## src/pgp_params.svh

```systemverilog
// Purpose: Constants for the PROM programming port controller
// Assumes: 250 MHz ref_clk (4 ns period)
// Notes:   Times kept in their own unit; cycle counts derived from them
`ifndef PGP_PARAMS_SVH
`define PGP_PARAMS_SVH

`define PGP_CLK_NS          4
`define PGP_PULSE_NS        100000
`define PGP_PULSE_CYC       (`PGP_PULSE_NS / `PGP_CLK_NS)
`define PGP_SETUP_NS        100
`define PGP_SETUP_CYC       ((`PGP_SETUP_NS + `PGP_CLK_NS - 1) / `PGP_CLK_NS)
`define PGP_MAX_TRIES       4'ha
`define PGP_PAGE_BYTES      3'h4
`define PGP_LAST_ADDR       17'h0efff
`define PGP_ADDR_W          17
`define PGP_CNT_W           15

`endif

```

## src/pgp_pkg.sv

```systemverilog
// Purpose: Types for the PROM programming port controller
// Assumes: Nothing beyond the params header
// Notes:   Commands and sequencer states
package pgp_pkg;
    typedef enum logic [1:0] {
        PGP_CMD_READ,
        PGP_CMD_BYTE,
        PGP_CMD_PAGE
    } pgp_cmd_type;

    typedef enum {
        PGP_IDLE,
        PGP_LATCH,
        PGP_PULSE,
        PGP_VERIFY,
        PGP_CHECK,
        PGP_READ,
        PGP_DONE
    } pgp_state_type;
endpackage

```

## src/pgp_timer_if.sv

```systemverilog
// Purpose: Carrier between sequencer and its delay timer
// Assumes: Single clock domain
// Notes:   Start is a one-cycle pulse, expired a one-cycle pulse
`timescale 1ns/10ps
`default_nettype none
interface pgp_timer_if;
    logic        start;
    logic [14:0] load;
    logic        expired;
    modport seq (output start, output load, input expired);
    modport tmr (input start, input load, output expired);
endinterface
`default_nettype wire

```

## src/pgp_timer.sv

```systemverilog
// Purpose: Down counter for strobe widths and setup delays
// Assumes: Loaded value of at least one cycle
// Notes:   Expired pulses once when count reaches one
`timescale 1ns/10ps
`default_nettype none
module pgp_timer (
    // Clock and reset
    input wire logic ref_clk,
    input wire logic sys_rst,
    // Control
    pgp_timer_if.tmr tmr
);
    logic [14:0] count_r;
    logic        run_r;
    logic        expired_r;

    ////////////////////////////////////////////////////////////////////
    // Count down; a new start restarts the count
    always_ff @(posedge ref_clk) begin
        if (sys_rst) begin
            count_r   <= 15'h0000;
            run_r     <= 1'b0;
            expired_r <= 1'b0;
        end else if (tmr.start) begin
            count_r   <= tmr.load;
            run_r     <= 1'b1;
            expired_r <= 1'b0;
        end else if (run_r && count_r <= 15'h0001) begin
            run_r     <= 1'b0;
            expired_r <= 1'b1;
        end else begin
            count_r   <= count_r - 15'h0001;
            expired_r <= 1'b0;
        end
    end

    assign tmr.expired = expired_r;
endmodule
`default_nettype wire

```

## src/pgp_host.sv

```systemverilog
// Summary of operation
// - Hold reset low; raise supply for writes, normal level for reads only.
// - After latching, one 0.1 ms strobe with both enables high writes page.
// - Byte write is a 0.1 ms strobe, chip enable low, output enable high.
// - Failed location gets write and verify repeated, at most ten tries.
// - Verify with chip enable and output enable low, compare every write.
// - Read one of several devices by enabling only its outputs.
// - Write only addresses zero to the array top, last given explicitly.
// - Read: reset low, normal supply, address on 17 lines, sample data.
//
// Purpose: Programmer-side sequencer driving the PROM programming pins
// Assumes: User supplies data per address through a request/answer port
// Notes:   Device inputs pass two flops; all outputs are registered
`timescale 1ns/10ps
`default_nettype none
`include "pgp_params.svh"
module pgp_host #(
    parameter int PULSE_CYC = `PGP_PULSE_CYC
) (
    // Clock and reset
    input  wire logic        ref_clk,
    input  wire logic        sys_rst,
    // User command
    input  wire logic        cmdValid,
    input  wire logic [1:0]  cmdKind,
    input  wire logic [16:0] cmdStart,
    input  wire logic [16:0] cmdLast,
    input  wire logic [3:0]  devSel,
    // User data supply and read return
    output logic             dataReq,
    output logic [16:0]      dataAddr,
    input  wire logic [7:0]  dataIn,
    output logic             rdValid,
    output logic [7:0]       rdData,
    // Status
    output logic             busy,
    output logic             done,
    output logic             failed,
    output logic [16:0]      failAddr,
    // Device pins
    output logic             devRst_n,
    output logic             vppHigh,
    output logic [16:0]      addrOut,
    output logic [7:0]       dOut,
    output logic             dOe,
    input  wire logic [7:0]  dIn,
    output logic             chipEnable_n,
    output logic [3:0]       outputEnable_n,
    output logic [3:0]       program_strobe_n
);
    pgp_timer_if tif ();
    pgp_timer u_timer (
        .ref_clk(ref_clk),
        .sys_rst(sys_rst),
        .tmr    (tif.tmr)
    );

    pgp_pkg::pgp_state_type state_r;
    pgp_pkg::pgp_cmd_type   kind_r;
    logic [16:0] last_r;
    logic [3:0]  sel_r;
    logic [3:0]  tries_r;
    logic [2:0]  idx_r;
    logic [16:0] base_r;
    logic [7:0]  want_r [0:3];
    logic [7:0]  dSync1_r;
    logic [7:0]  dSync2_r;
    logic        tStart_r;
    logic [14:0] tLoad_r;
    logic        match;
    logic [2:0]  unitLen;

    assign tif.start = tStart_r;
    assign tif.load  = tLoad_r;
    // Bytes per unit: page of four or single byte
    assign unitLen = (kind_r == pgp_pkg::PGP_CMD_PAGE) ?
                     `PGP_PAGE_BYTES : 3'h1;
    assign match = (dSync2_r == want_r[idx_r[1:0]]);

    ////////////////////////////////////////////////////////////////////
    // Device data pins come from another domain
    always_ff @(posedge ref_clk) begin
        if (sys_rst) begin
            dSync1_r <= 8'h00;
            dSync2_r <= 8'h00;
        end else begin
            dSync1_r <= dIn;
            dSync2_r <= dSync1_r;
        end
    end

    ////////////////////////////////////////////////////////////////////
    // Sequencer; pin steps wait on the timer except in CHECK and DONE, which change pins in one cycle
    always_ff @(posedge ref_clk) begin
        if (sys_rst) begin
            state_r          <= pgp_pkg::PGP_IDLE;
            kind_r           <= pgp_pkg::PGP_CMD_READ;
            last_r           <= 17'h00000;
            sel_r            <= 4'h1;
            tries_r          <= 4'h0;
            idx_r            <= 3'h0;
            base_r           <= 17'h00000;
            tStart_r         <= 1'b0;
            tLoad_r          <= 15'h0000;
            dataReq          <= 1'b0;
            dataAddr         <= 17'h00000;
            rdValid          <= 1'b0;
            rdData           <= 8'h00;
            busy             <= 1'b0;
            done             <= 1'b0;
            failed           <= 1'b0;
            failAddr         <= 17'h00000;
            devRst_n         <= 1'b0;
            vppHigh          <= 1'b0;
            addrOut          <= 17'h00000;
            dOut             <= 8'h00;
            dOe              <= 1'b0;
            chipEnable_n     <= 1'b1;
            outputEnable_n   <= 4'hf;
            program_strobe_n <= 4'hf;
            for (int i = 0; i < 4; i++) begin
                want_r[i] <= 8'h00;
            end
        end else begin
            tStart_r <= 1'b0;
            dataReq  <= 1'b0;
            rdValid  <= 1'b0;
            done     <= 1'b0;
            devRst_n <= 1'b0;
            case (state_r)
                pgp_pkg::PGP_IDLE: begin
                    chipEnable_n     <= 1'b1;
                    outputEnable_n   <= 4'hf;
                    program_strobe_n <= 4'hf;
                    dOe              <= 1'b0;
                    busy             <= 1'b0;
                    // Writes beyond the array top are refused
                    if (cmdValid && !(cmdKind != 2'h0 &&
                        cmdLast > `PGP_LAST_ADDR)) begin
                        kind_r  <= pgp_pkg::pgp_cmd_type'(cmdKind);
                        base_r  <= cmdStart;
                        last_r  <= cmdLast;
                        sel_r   <= devSel;
                        failed  <= 1'b0;
                        busy    <= 1'b1;
                        idx_r   <= 3'h0;
                        tries_r <= 4'h0;
                        vppHigh <= (cmdKind != 2'h0);
                        state_r <= (cmdKind == 2'h0) ?
                                   pgp_pkg::PGP_READ :
                                   pgp_pkg::PGP_LATCH;
                        dataReq  <= (cmdKind != 2'h0);
                        dataAddr <= cmdStart;
                        tLoad_r  <= 15'(`PGP_SETUP_CYC);
                        tStart_r <= 1'b1;
                    end
                end
                pgp_pkg::PGP_READ: begin
                    // Only the chosen device drives the bus
                    addrOut        <= base_r;
                    chipEnable_n   <= 1'b0;
                    outputEnable_n <= ~sel_r;
                    if (tif.expired) begin
                        rdValid <= 1'b1;
                        rdData  <= dSync2_r;
                        if (base_r >= last_r) begin
                            state_r <= pgp_pkg::PGP_DONE;
                        end else begin
                            base_r   <= base_r + 17'h00001;
                            tStart_r <= 1'b1;
                        end
                    end
                end
                pgp_pkg::PGP_LATCH: begin
                    // One byte per setup slot; page latch needs CE high
                    addrOut <= base_r + 17'(idx_r);
                    dOut    <= dataIn;
                    dOe     <= 1'b1;
                    want_r[idx_r[1:0]] <= dataIn;
                    if (kind_r == pgp_pkg::PGP_CMD_PAGE) begin
                        // Only the target latches; others sit in standby
                        chipEnable_n   <= 1'b1;
                        outputEnable_n <= ~sel_r;
                    end else begin
                        chipEnable_n   <= 1'b0;
                        outputEnable_n <= 4'hf;
                    end
                    if (tif.expired) begin
                        tStart_r <= 1'b1;
                        if (idx_r + 3'h1 >= unitLen) begin
                            idx_r   <= 3'h0;
                            // Timer expiry takes one extra cycle to reach us
                            tLoad_r <= 15'(PULSE_CYC - 1);
                            state_r <= pgp_pkg::PGP_PULSE;
                        end else begin
                            idx_r    <= idx_r + 3'h1;
                            dataReq  <= 1'b1;
                            dataAddr <= base_r + 17'(idx_r) + 17'h00001;
                        end
                    end
                end
                pgp_pkg::PGP_PULSE: begin
                    // Unselected devices keep strobe high
                    outputEnable_n   <= 4'hf;
                    chipEnable_n     <= (kind_r == pgp_pkg::PGP_CMD_PAGE);
                    program_strobe_n <= ~sel_r;
                    if (tif.expired) begin
                        program_strobe_n <= 4'hf;
                        dOe      <= 1'b0;
                        tries_r  <= tries_r + 4'h1;
                        tLoad_r  <= 15'(`PGP_SETUP_CYC);
                        tStart_r <= 1'b1;
                        state_r  <= pgp_pkg::PGP_VERIFY;
                    end
                end
                pgp_pkg::PGP_VERIFY: begin
                    addrOut        <= base_r + 17'(idx_r);
                    chipEnable_n   <= 1'b0;
                    outputEnable_n <= ~sel_r;
                    if (tif.expired) begin
                        state_r <= pgp_pkg::PGP_CHECK;
                    end
                end
                pgp_pkg::PGP_CHECK: begin
                    tLoad_r  <= 15'(`PGP_SETUP_CYC);
                    tStart_r <= 1'b1;
                    if (!match) begin
                        outputEnable_n <= 4'hf;
                        if (tries_r >= `PGP_MAX_TRIES) begin
                            failed   <= 1'b1;
                            failAddr <= base_r + 17'(idx_r);
                            state_r  <= pgp_pkg::PGP_DONE;
                        end else begin
                            // Rewrite the unit, relatch first
                            idx_r    <= 3'h0;
                            dataReq  <= 1'b1;
                            dataAddr <= base_r;
                            state_r  <= pgp_pkg::PGP_LATCH;
                        end
                    end else if (idx_r + 3'h1 < unitLen) begin
                        idx_r   <= idx_r + 3'h1;
                        state_r <= pgp_pkg::PGP_VERIFY;
                    end else if (base_r + 17'(unitLen) > last_r) begin
                        state_r <= pgp_pkg::PGP_DONE;
                    end else begin
                        base_r   <= base_r + 17'(unitLen);
                        idx_r    <= 3'h0;
                        tries_r  <= 4'h0;
                        dataReq  <= 1'b1;
                        dataAddr <= base_r + 17'(unitLen);
                        outputEnable_n <= 4'hf;
                        state_r  <= pgp_pkg::PGP_LATCH;
                    end
                end
                pgp_pkg::PGP_DONE: begin
                    chipEnable_n   <= 1'b1;
                    outputEnable_n <= 4'hf;
                    dOe            <= 1'b0;
                    vppHigh        <= 1'b0;
                    done           <= 1'b1;
                    busy           <= 1'b0;
                    state_r        <= pgp_pkg::PGP_IDLE;
                end
                default: begin
                    state_r <= pgp_pkg::PGP_IDLE;
                end
            endcase
        end
    end
endmodule
`default_nettype wire

```

## config.mk

```make
export PLATFORM = sky130hd
export DESIGN_NAME = pgp_host
export DESIGN_NICKNAME = d
export VERILOG_FILES = /design/src/pgp_pkg.sv /design/src/pgp_timer_if.sv /design/src/pgp_timer.sv /design/src/pgp_host.sv
export VERILOG_INCLUDE_DIRS = /design/src
export SDC_FILE = /design/constraint.sdc
export NUM_CORES = 1
export LEC_CHECK = 0
export BUFFER_PORTS_ARGS = -buffer_cell sky130_fd_sc_hd__buf_4
export CELL_PAD_IN_SITES_DETAIL_PLACEMENT = 0
export CELL_PAD_IN_SITES_GLOBAL_PLACEMENT = 1
export CORE_ASPECT_RATIO = 1.4
export CORE_MARGIN = 2
export CORE_UTILIZATION = 40
export DETAILED_ROUTE_END_ITERATION = 7
export GPL_TIMING_DRIVEN = 1
export HOLD_SLACK_MARGIN = 0.1
export PLACE_DENSITY = 0.77
export SLEW_MARGIN = 20
export SYNTH_ARGS = -nofsm -noshare
export SYNTH_HDL_FRONTEND = slang
export SYNTH_SLANG_ARGS = --single-unit
```

## constraint.sdc

```tcl
create_clock -name ref_clk -period 8.4 [get_ports ref_clk]
set_input_delay 1.26 -clock ref_clk [delete_from_list [all_inputs] [get_ports ref_clk]]
set_output_delay 1.26 -clock ref_clk [all_outputs]
set_load 0.02 [all_outputs]
```

# ---- Word level (Yosys, flattened, before mapping)
# Memory sizes are Yosys's and may differ from the RTL's. A register that Yosys moved wholly into a read port is not among the register bits.
# Index checks and enable logic that the tools add are counted.
dict set report op_classes {
  addsub 7
  mul 0
  n_div 0
  order_cmp 7
  eq_ne 27
  shifts 0
  n_mux 93
  n_bitwise 3
  reduce_logical 40
}
# cell count
set op_table {}
lappend op_table {{2-to-1 mux 32 bit} 8}
lappend op_table {{one-hot mux 32 bit (6 select lines)} 1}
lappend op_table {{2-to-1 mux 17 bit} 10}
lappend op_table {{one-hot mux 17 bit (3 select lines)} 2}
lappend op_table {{== test 32 x 3 -> 1 bit (second input constant)} 3}
lappend op_table {{2-to-1 mux 15 bit} 6}
lappend op_table {{== test 32 x 2 -> 1 bit (second input constant)} 2}
lappend op_table {{one-hot mux 15 bit (4 select lines)} 1}
lappend op_table {{2-to-1 mux 4 bit} 10}
lappend op_table {{2-to-1 mux 3 bit} 12}
lappend op_table {{adder 17 x 1 -> 17 bit (second input constant)} 2}
lappend op_table {{adder 17 x 3 -> 17 bit} 2}
lappend op_table {{one-hot mux 17 bit (2 select lines)} 1}
lappend op_table {{== test 32 x 1 -> 1 bit (second input constant)} 1}
lappend op_table {{zero test 32 bit} 1}
lappend op_table {{2-to-1 mux 1 bit} 27}
lappend op_table {{!= test 2 bit (second input constant)} 11}
lappend op_table {{AND reduction 7 bit} 3}
lappend op_table {{>= comparator 17 bit} 1}
lappend op_table {{greater-than comparator 17 x 16 -> 1 bit (second input constant)} 1}
lappend op_table {{greater-than comparator 17 bit} 1}
lappend op_table {{one-hot mux 4 bit (4 select lines)} 1}
lappend op_table {{less-or-equal comparator 15 x 1 -> 1 bit (second input constant)} 1}
lappend op_table {{subtractor 15 x 1 -> 15 bit (second input constant)} 1}
lappend op_table {{34 further kinds} 68}
dict set report word_totals {
  ff_bits 211
  latchBits 0
  mem_bits_rw 32
  romBits 0
  inputBits 59
  output_inout_bits 84
  word_cells 207
  mem_count 1
}
# name depth word_bits rd rd_clocked_by_memory_dff wr line_no
set memory_table {}
lappend memory_table {want_r 4 8 1 1 4 pgp_host.sv:65} ;# logic [7:0] want_r [0:3];

# ---- Depth between registers and ports, before layout
dict set report depth {
  word_depth 10
  depth_mapped 19
  ltp_nobuf 16
}

# ---- Hierarchy
# A second synthesis with hierarchy kept.
dict set report unflattened {
  hier_cells 1357
  area_unflattened_um2 11370.9
}
# mod instances cells_each area_each_um2 seq_area_each_um2
set modules_own_cells {}
lappend modules_own_cells {pgp_host 1 1257 10488.8 4063.9}
lappend modules_own_cells {pgp_timer 1 100 882.1 340.3}

# ---- Least setup slack after synthesis
# Ideal clock, no wire load.
dict set report synth_path {
  path_kind {register -> register}
  start {reg kind_r[1]}
  end {reg dataAddr[15]}
  setup_ps 88
  t_arrival_ps 4215
  required_ps 8312
  setup_slack_ps 4097
  stages_incl_launch_ff 20
  path_buffers 3
  period_less_slack_ps 4303
  cell_sequence {dfxtp_1 -> nor2b_1 -> clkbuf_1 -> inv_1 -> ha_1 -> ha_1 -> maj3_1 -> nand3b_1 -> nor2_1 -> xor2_1 -> ha_1 -> nand4_1 -> nor4_1 -> o21ai_0 -> a41oi_1 -> o311ai_4 -> and2_1 -> buf_6 -> buf_12 -> a311oi_2}
}
dict set report synth_via {
  elab_chain_cells 7
  elab_cells_between_ends 14
  cone_classes {1 x add/sub; 3 x order compare; 4 x eq/ne; 5 x mux; 1 x reduce/logical}
}
# element line_no
set synth_rtl {}
lappend synth_rtl {{start, declared} pgp_host.sv:59} ;# pgp_pkg::pgp_cmd_type kind_r;
lappend synth_rtl {{start signal, assigned} pgp_host.sv:97} ;# kind_r <= pgp_pkg::PGP_CMD_READ;
lappend synth_rtl {{start signal, assigned} pgp_host.sv:140} ;# kind_r <= pgp_pkg::pgp_cmd_type'(cmdKind);
lappend synth_rtl {{== test 2 bit *} pgp_host.sv:76} ;# assign unitLen = (kind_r == pgp_pkg::PGP_CMD_PAGE) ?
lappend synth_rtl {{2-to-1 mux 3 bit *} pgp_host.sv:76}
lappend synth_rtl {{branches (longest 5 deep; another with adder 17 x 3 -> 17 bit)} n/a}
lappend synth_rtl {{end signal, assigned} pgp_host.sv:153} ;# dataAddr <= cmdStart;
lappend synth_rtl {{end signal, assigned} pgp_host.sv:237} ;# dataAddr <= base_r;
lappend synth_rtl {{end signal, assigned} pgp_host.sv:250} ;# dataAddr <= base_r + 17'(unitLen);
lappend synth_rtl {{end, declared} pgp_host.sv:31} ;# output logic [16:0] dataAddr,
# Every way passes the cells marked *. The select of a mux whose other input is x is not followed.
# A chain may end at the register's enable or synchronous reset.

# ---- Worst setup path in the final report
dict set report layout_path {
  start {reg kind_r[1]}
  end {reg dataAddr[2]}
}
# The elaborated chain is that of the path after synthesis.

==> flow_summary.toml <==
[worst_setup_path]
crit_buf_inv = 1
r2r_start = "kind_r[1]"
cp-start-kind = "register"
cpPeakStageDelay_ps = 830
worst_r2r_endpoint = "dataAddr[2]"
critPathMostFrequentCell = "ha_1"
crit_type = "register to register"
critPathCaptureType = "register"
crit_start = "kind_r[1]"
cp_data_required_time_ps = 8740
crit_family = "compound AO/OA/AOI/OAI gates"
critPathArrivalTime_ps = 6400
r2r_setup_slack_ps = 2340
path_cells = "nor2b_1 > inv_1 > ha_1 > ha_1 > maj3_1 > nand3b_1 > nor2_1 > xor2_1 > ha_1 > nand4_1 > nor2_1 > a311oi_1 > a41oi_1 > o311ai_4 > and2_1 > a311oi_2"
cpMaxStageDelayCell = "and2_1"
crit_fanout = 18
r2r_cells = 16

[sta]
tns_ps = 0
finClkSkew_ps = 22.6
timing.hold.ws_ps = 435
slew_headroom_pct = 32.1
setup_viol = 0
rsz0062_at_grt = "false"
tightestPinTransition_ps = 1020
period_share_pct = 72.1
hold_viol = 0
slew_violations = 0
fmax_ghz = 0.165
period_needed_ps = 6060

[finish]
final_area_mm2 = 0.0138
layout.nets = 1567
areaGrowthSynthToFinish_pct = 18.0
layout.cells.non_filler = 1855
nFillCells = 2882
drive_gt1_share_pct = 18.5
diodes = 0

[clocking]
numCtsBuffers = 22
insertion_delay_ps = 530
clk_pin_slew_ps = 70
cts_max_level = 1
cts_max_path_buffers = 3
cts_hold_buffers = 0
postCtsSetupBuffers = 0
numClockSinks = 204
ctsResizeCount = 0
tritoncts = "yes"
cts_root_buffer = "clkbuf_16"

[detailed_routing]
wl_per_cell_um = 20.4
firstDrtPassIters = 5
dr.first_iter.drc_count = 715
dr_wl_met2_mm = 20.1
top_layer = "met4"
wl_met1_mm = 13.3
wl_mm = 37.8
drc = 0
via_per_inst = 5.72
dr_total_vias = 10600
ant_nets = 0
wl_met3_mm = 1.77

[power]
powerDensity_mw_per_mm2 = 227
power_leakage_uw = 0.00531
sw_frac_of_total_pct = 34.0
seq_power_share_pct = 38.2
p_int_uw = 2060
pwr-share-clk_pct = 33.8
ir_drop_mv = 0.173
p_comb_share_pct = 28.1
p_sw_uw = 1060

[global_route]
globalRouteTotalUtil_pct = 24.5
grt_max_degree = 62
overflow = 0
grt_pass1_vias = 10700
antenna_found_initial = 0
grt_first_pass_wirelength_mm = 58.5

[synth]
synth_fp_nets = 1474
async_flop_share_pct = 0
synth.distinct_cells = 92
syn_area_mm2 = 0.0117
synthFlopType = "dfxtp_1"
ys_seq_elements = 204
syn-mean-instance-area_um2 = 8.54
seq_area_frac_synth_pct = 37.8
ys_warn_count = 0
synth_edf_count = 32
syn_inst = 1366

[floorplanning]
rows = 74
die_w_um = 148
die_h_um = 206
dieArea_mm2 = 0.0306
core_area_mm2 = 0.0290
start_util_pct = 40.2
io_pins = 143

[placed_design]
port_buffers = 141
dpl.hpwl_mm = 28.1
place_congestion = 0.928
place_area_mm2 = 0.0130
dp_cells = 1815

[min_path]
hold_path.class = "register to register"
min_from = "dSync1_r[5]"
min_path_cells = 1
whs_endpoint = "dSync2_r[5]"

[status]
status = "complete, no violations"

[job]
cap_viol_max_count = 0
-- sequential cells by signal (all words and copies together), names as in the netlist, 8 cells and up, named ones only --
register,flops
u_timer.count_r,15
base_r,17
failAddr,17
want_r,32
dataAddr,17
dSync1_r,8
dOut,8
dSync2_r,8
last_r,17
addrOut,17
rdData,8
-- Yosys cell counts (20+ instances only) --
cell	instances	area (um2)
nand2_1	173	649
dfxtp_1	172	3440
nor2_1	127	477
a21oi_1	122	611
clkbuf_1	72	270
xnor2_1	52	455
ha_1	47	588
o21ai_0	43	215
inv_1	35	131
edfxtp_1	32	961
a211oi_1	31	233
nor3_1	31	155
and2_1	30	188
nand3_1	27	135
nor2b_1	25	156
and3_1	23	144
xor2_1	20	175
-- cells in the final DEF (no fill, tap or decap), drive strengths merged, types with 5 or more instances in the layout --
master  Yosys  final
nand2     175    175
dfxtp     172    172
buf        26    167
nor2      127    127
a21oi     122    122
xnor2      52     52
o21ai      48     48
ha         47     47
inv        36     41
a211oi     41     41
edfxtp     32     32
nor3       31     31
and2       30     30
nand3      27     27
clkbuf     72     26
nor2b      25     25
and3       23     23
xor2       21     21
nor4       21     21
mux2i      16     16
or2        14     14
nand4      13     13
and4       12     12
or3        11     11
a221oi     11     11
a31oi      11     11
a311oi     11     11
o32ai      10     10
a21o        9      9
mux4        8      8
o31ai       8      8
a211o       7      7
nand2b      6      6
o21a        6      6
or4         6      6
maj3        5      5
o211ai      5      5
a22oi       5      5
-- layout make-up --
type | instances | area, um2 | share of cell area (%)
multi-input combinational | 1028 | 6710 | 48.8
timing repair buffer | 167 | 1250 | 9.11
clock buffer | 26 | 607 | 4.41
tap | 380 | 475 | 3.45
sequential | 204 | 4410 | 32.0
clock inverter | 14 | 176 | 1.28
inverter | 36 | 135 | 0.982
-- worst max-delay path by stage --
stage              endpoint  slack, ps  depth (start not counted)
6_report        dataAddr[2]       2340                         16
3_5_place_dp   dataAddr[15]       2490                         16
2_1_floorplan  dataAddr[15]       4100                         19
5_1_grt        dataAddr[15]       1830                         16
3_3_place_gp    dataAddr[2]       2660                         16
4_1_cts        dataAddr[15]       2460                         16
-- power groups by stage --
stage / Clock [uW] / Sequential, uW / Combinational (uW)
after global routing: 1110 / 1210 / 974
after detailed placement: 0 / 1210 / 873
after CTS: 1080 / 1190 / 877
after floorplan: 0 / 1220 / 593
final: 1060 / 1190 / 877
after global placement: 0 / 1210 / 862
-- stage by stage --
stage               power (uW)  util (%)  setup WS, ps
finish                    3130      47.5          2340
global route              3290      47.5          1830
CTS                       3150      47.5          2460
detailed placement        2090      44.8          2490
global placement          2070      44.8          2660
floorplan                 1810         -          4100
-- kinds of logic (layout without fill, tap and decap cells) --
family	after synthesis	after routing	share of synthesized area (%)
buffers and inverters	134	243	4.99
and+or+nand+nor	536	536	22.9
DFF	204	204	37.8
AOI/OAI and AO/OA	339	339	19.9
muxes	25	25	3.01
adders and majority gates	54	54	5.81
other	1	1	0.0322
xor gates and xnor gates	73	73	5.55
-- metal layers --
| layer | GRT usage [%] | vias to the layer above |
|---|---|---|
| met5 | 0 | - |
| met4 | 16.0 | 0 |
| met3 | 3.09 | 126 |
| met2 | 45.7 | 356 |
| met1 | 25.7 | 5024 |
| li1 | - | 5112 |
(Power assumes the default switching activity.)
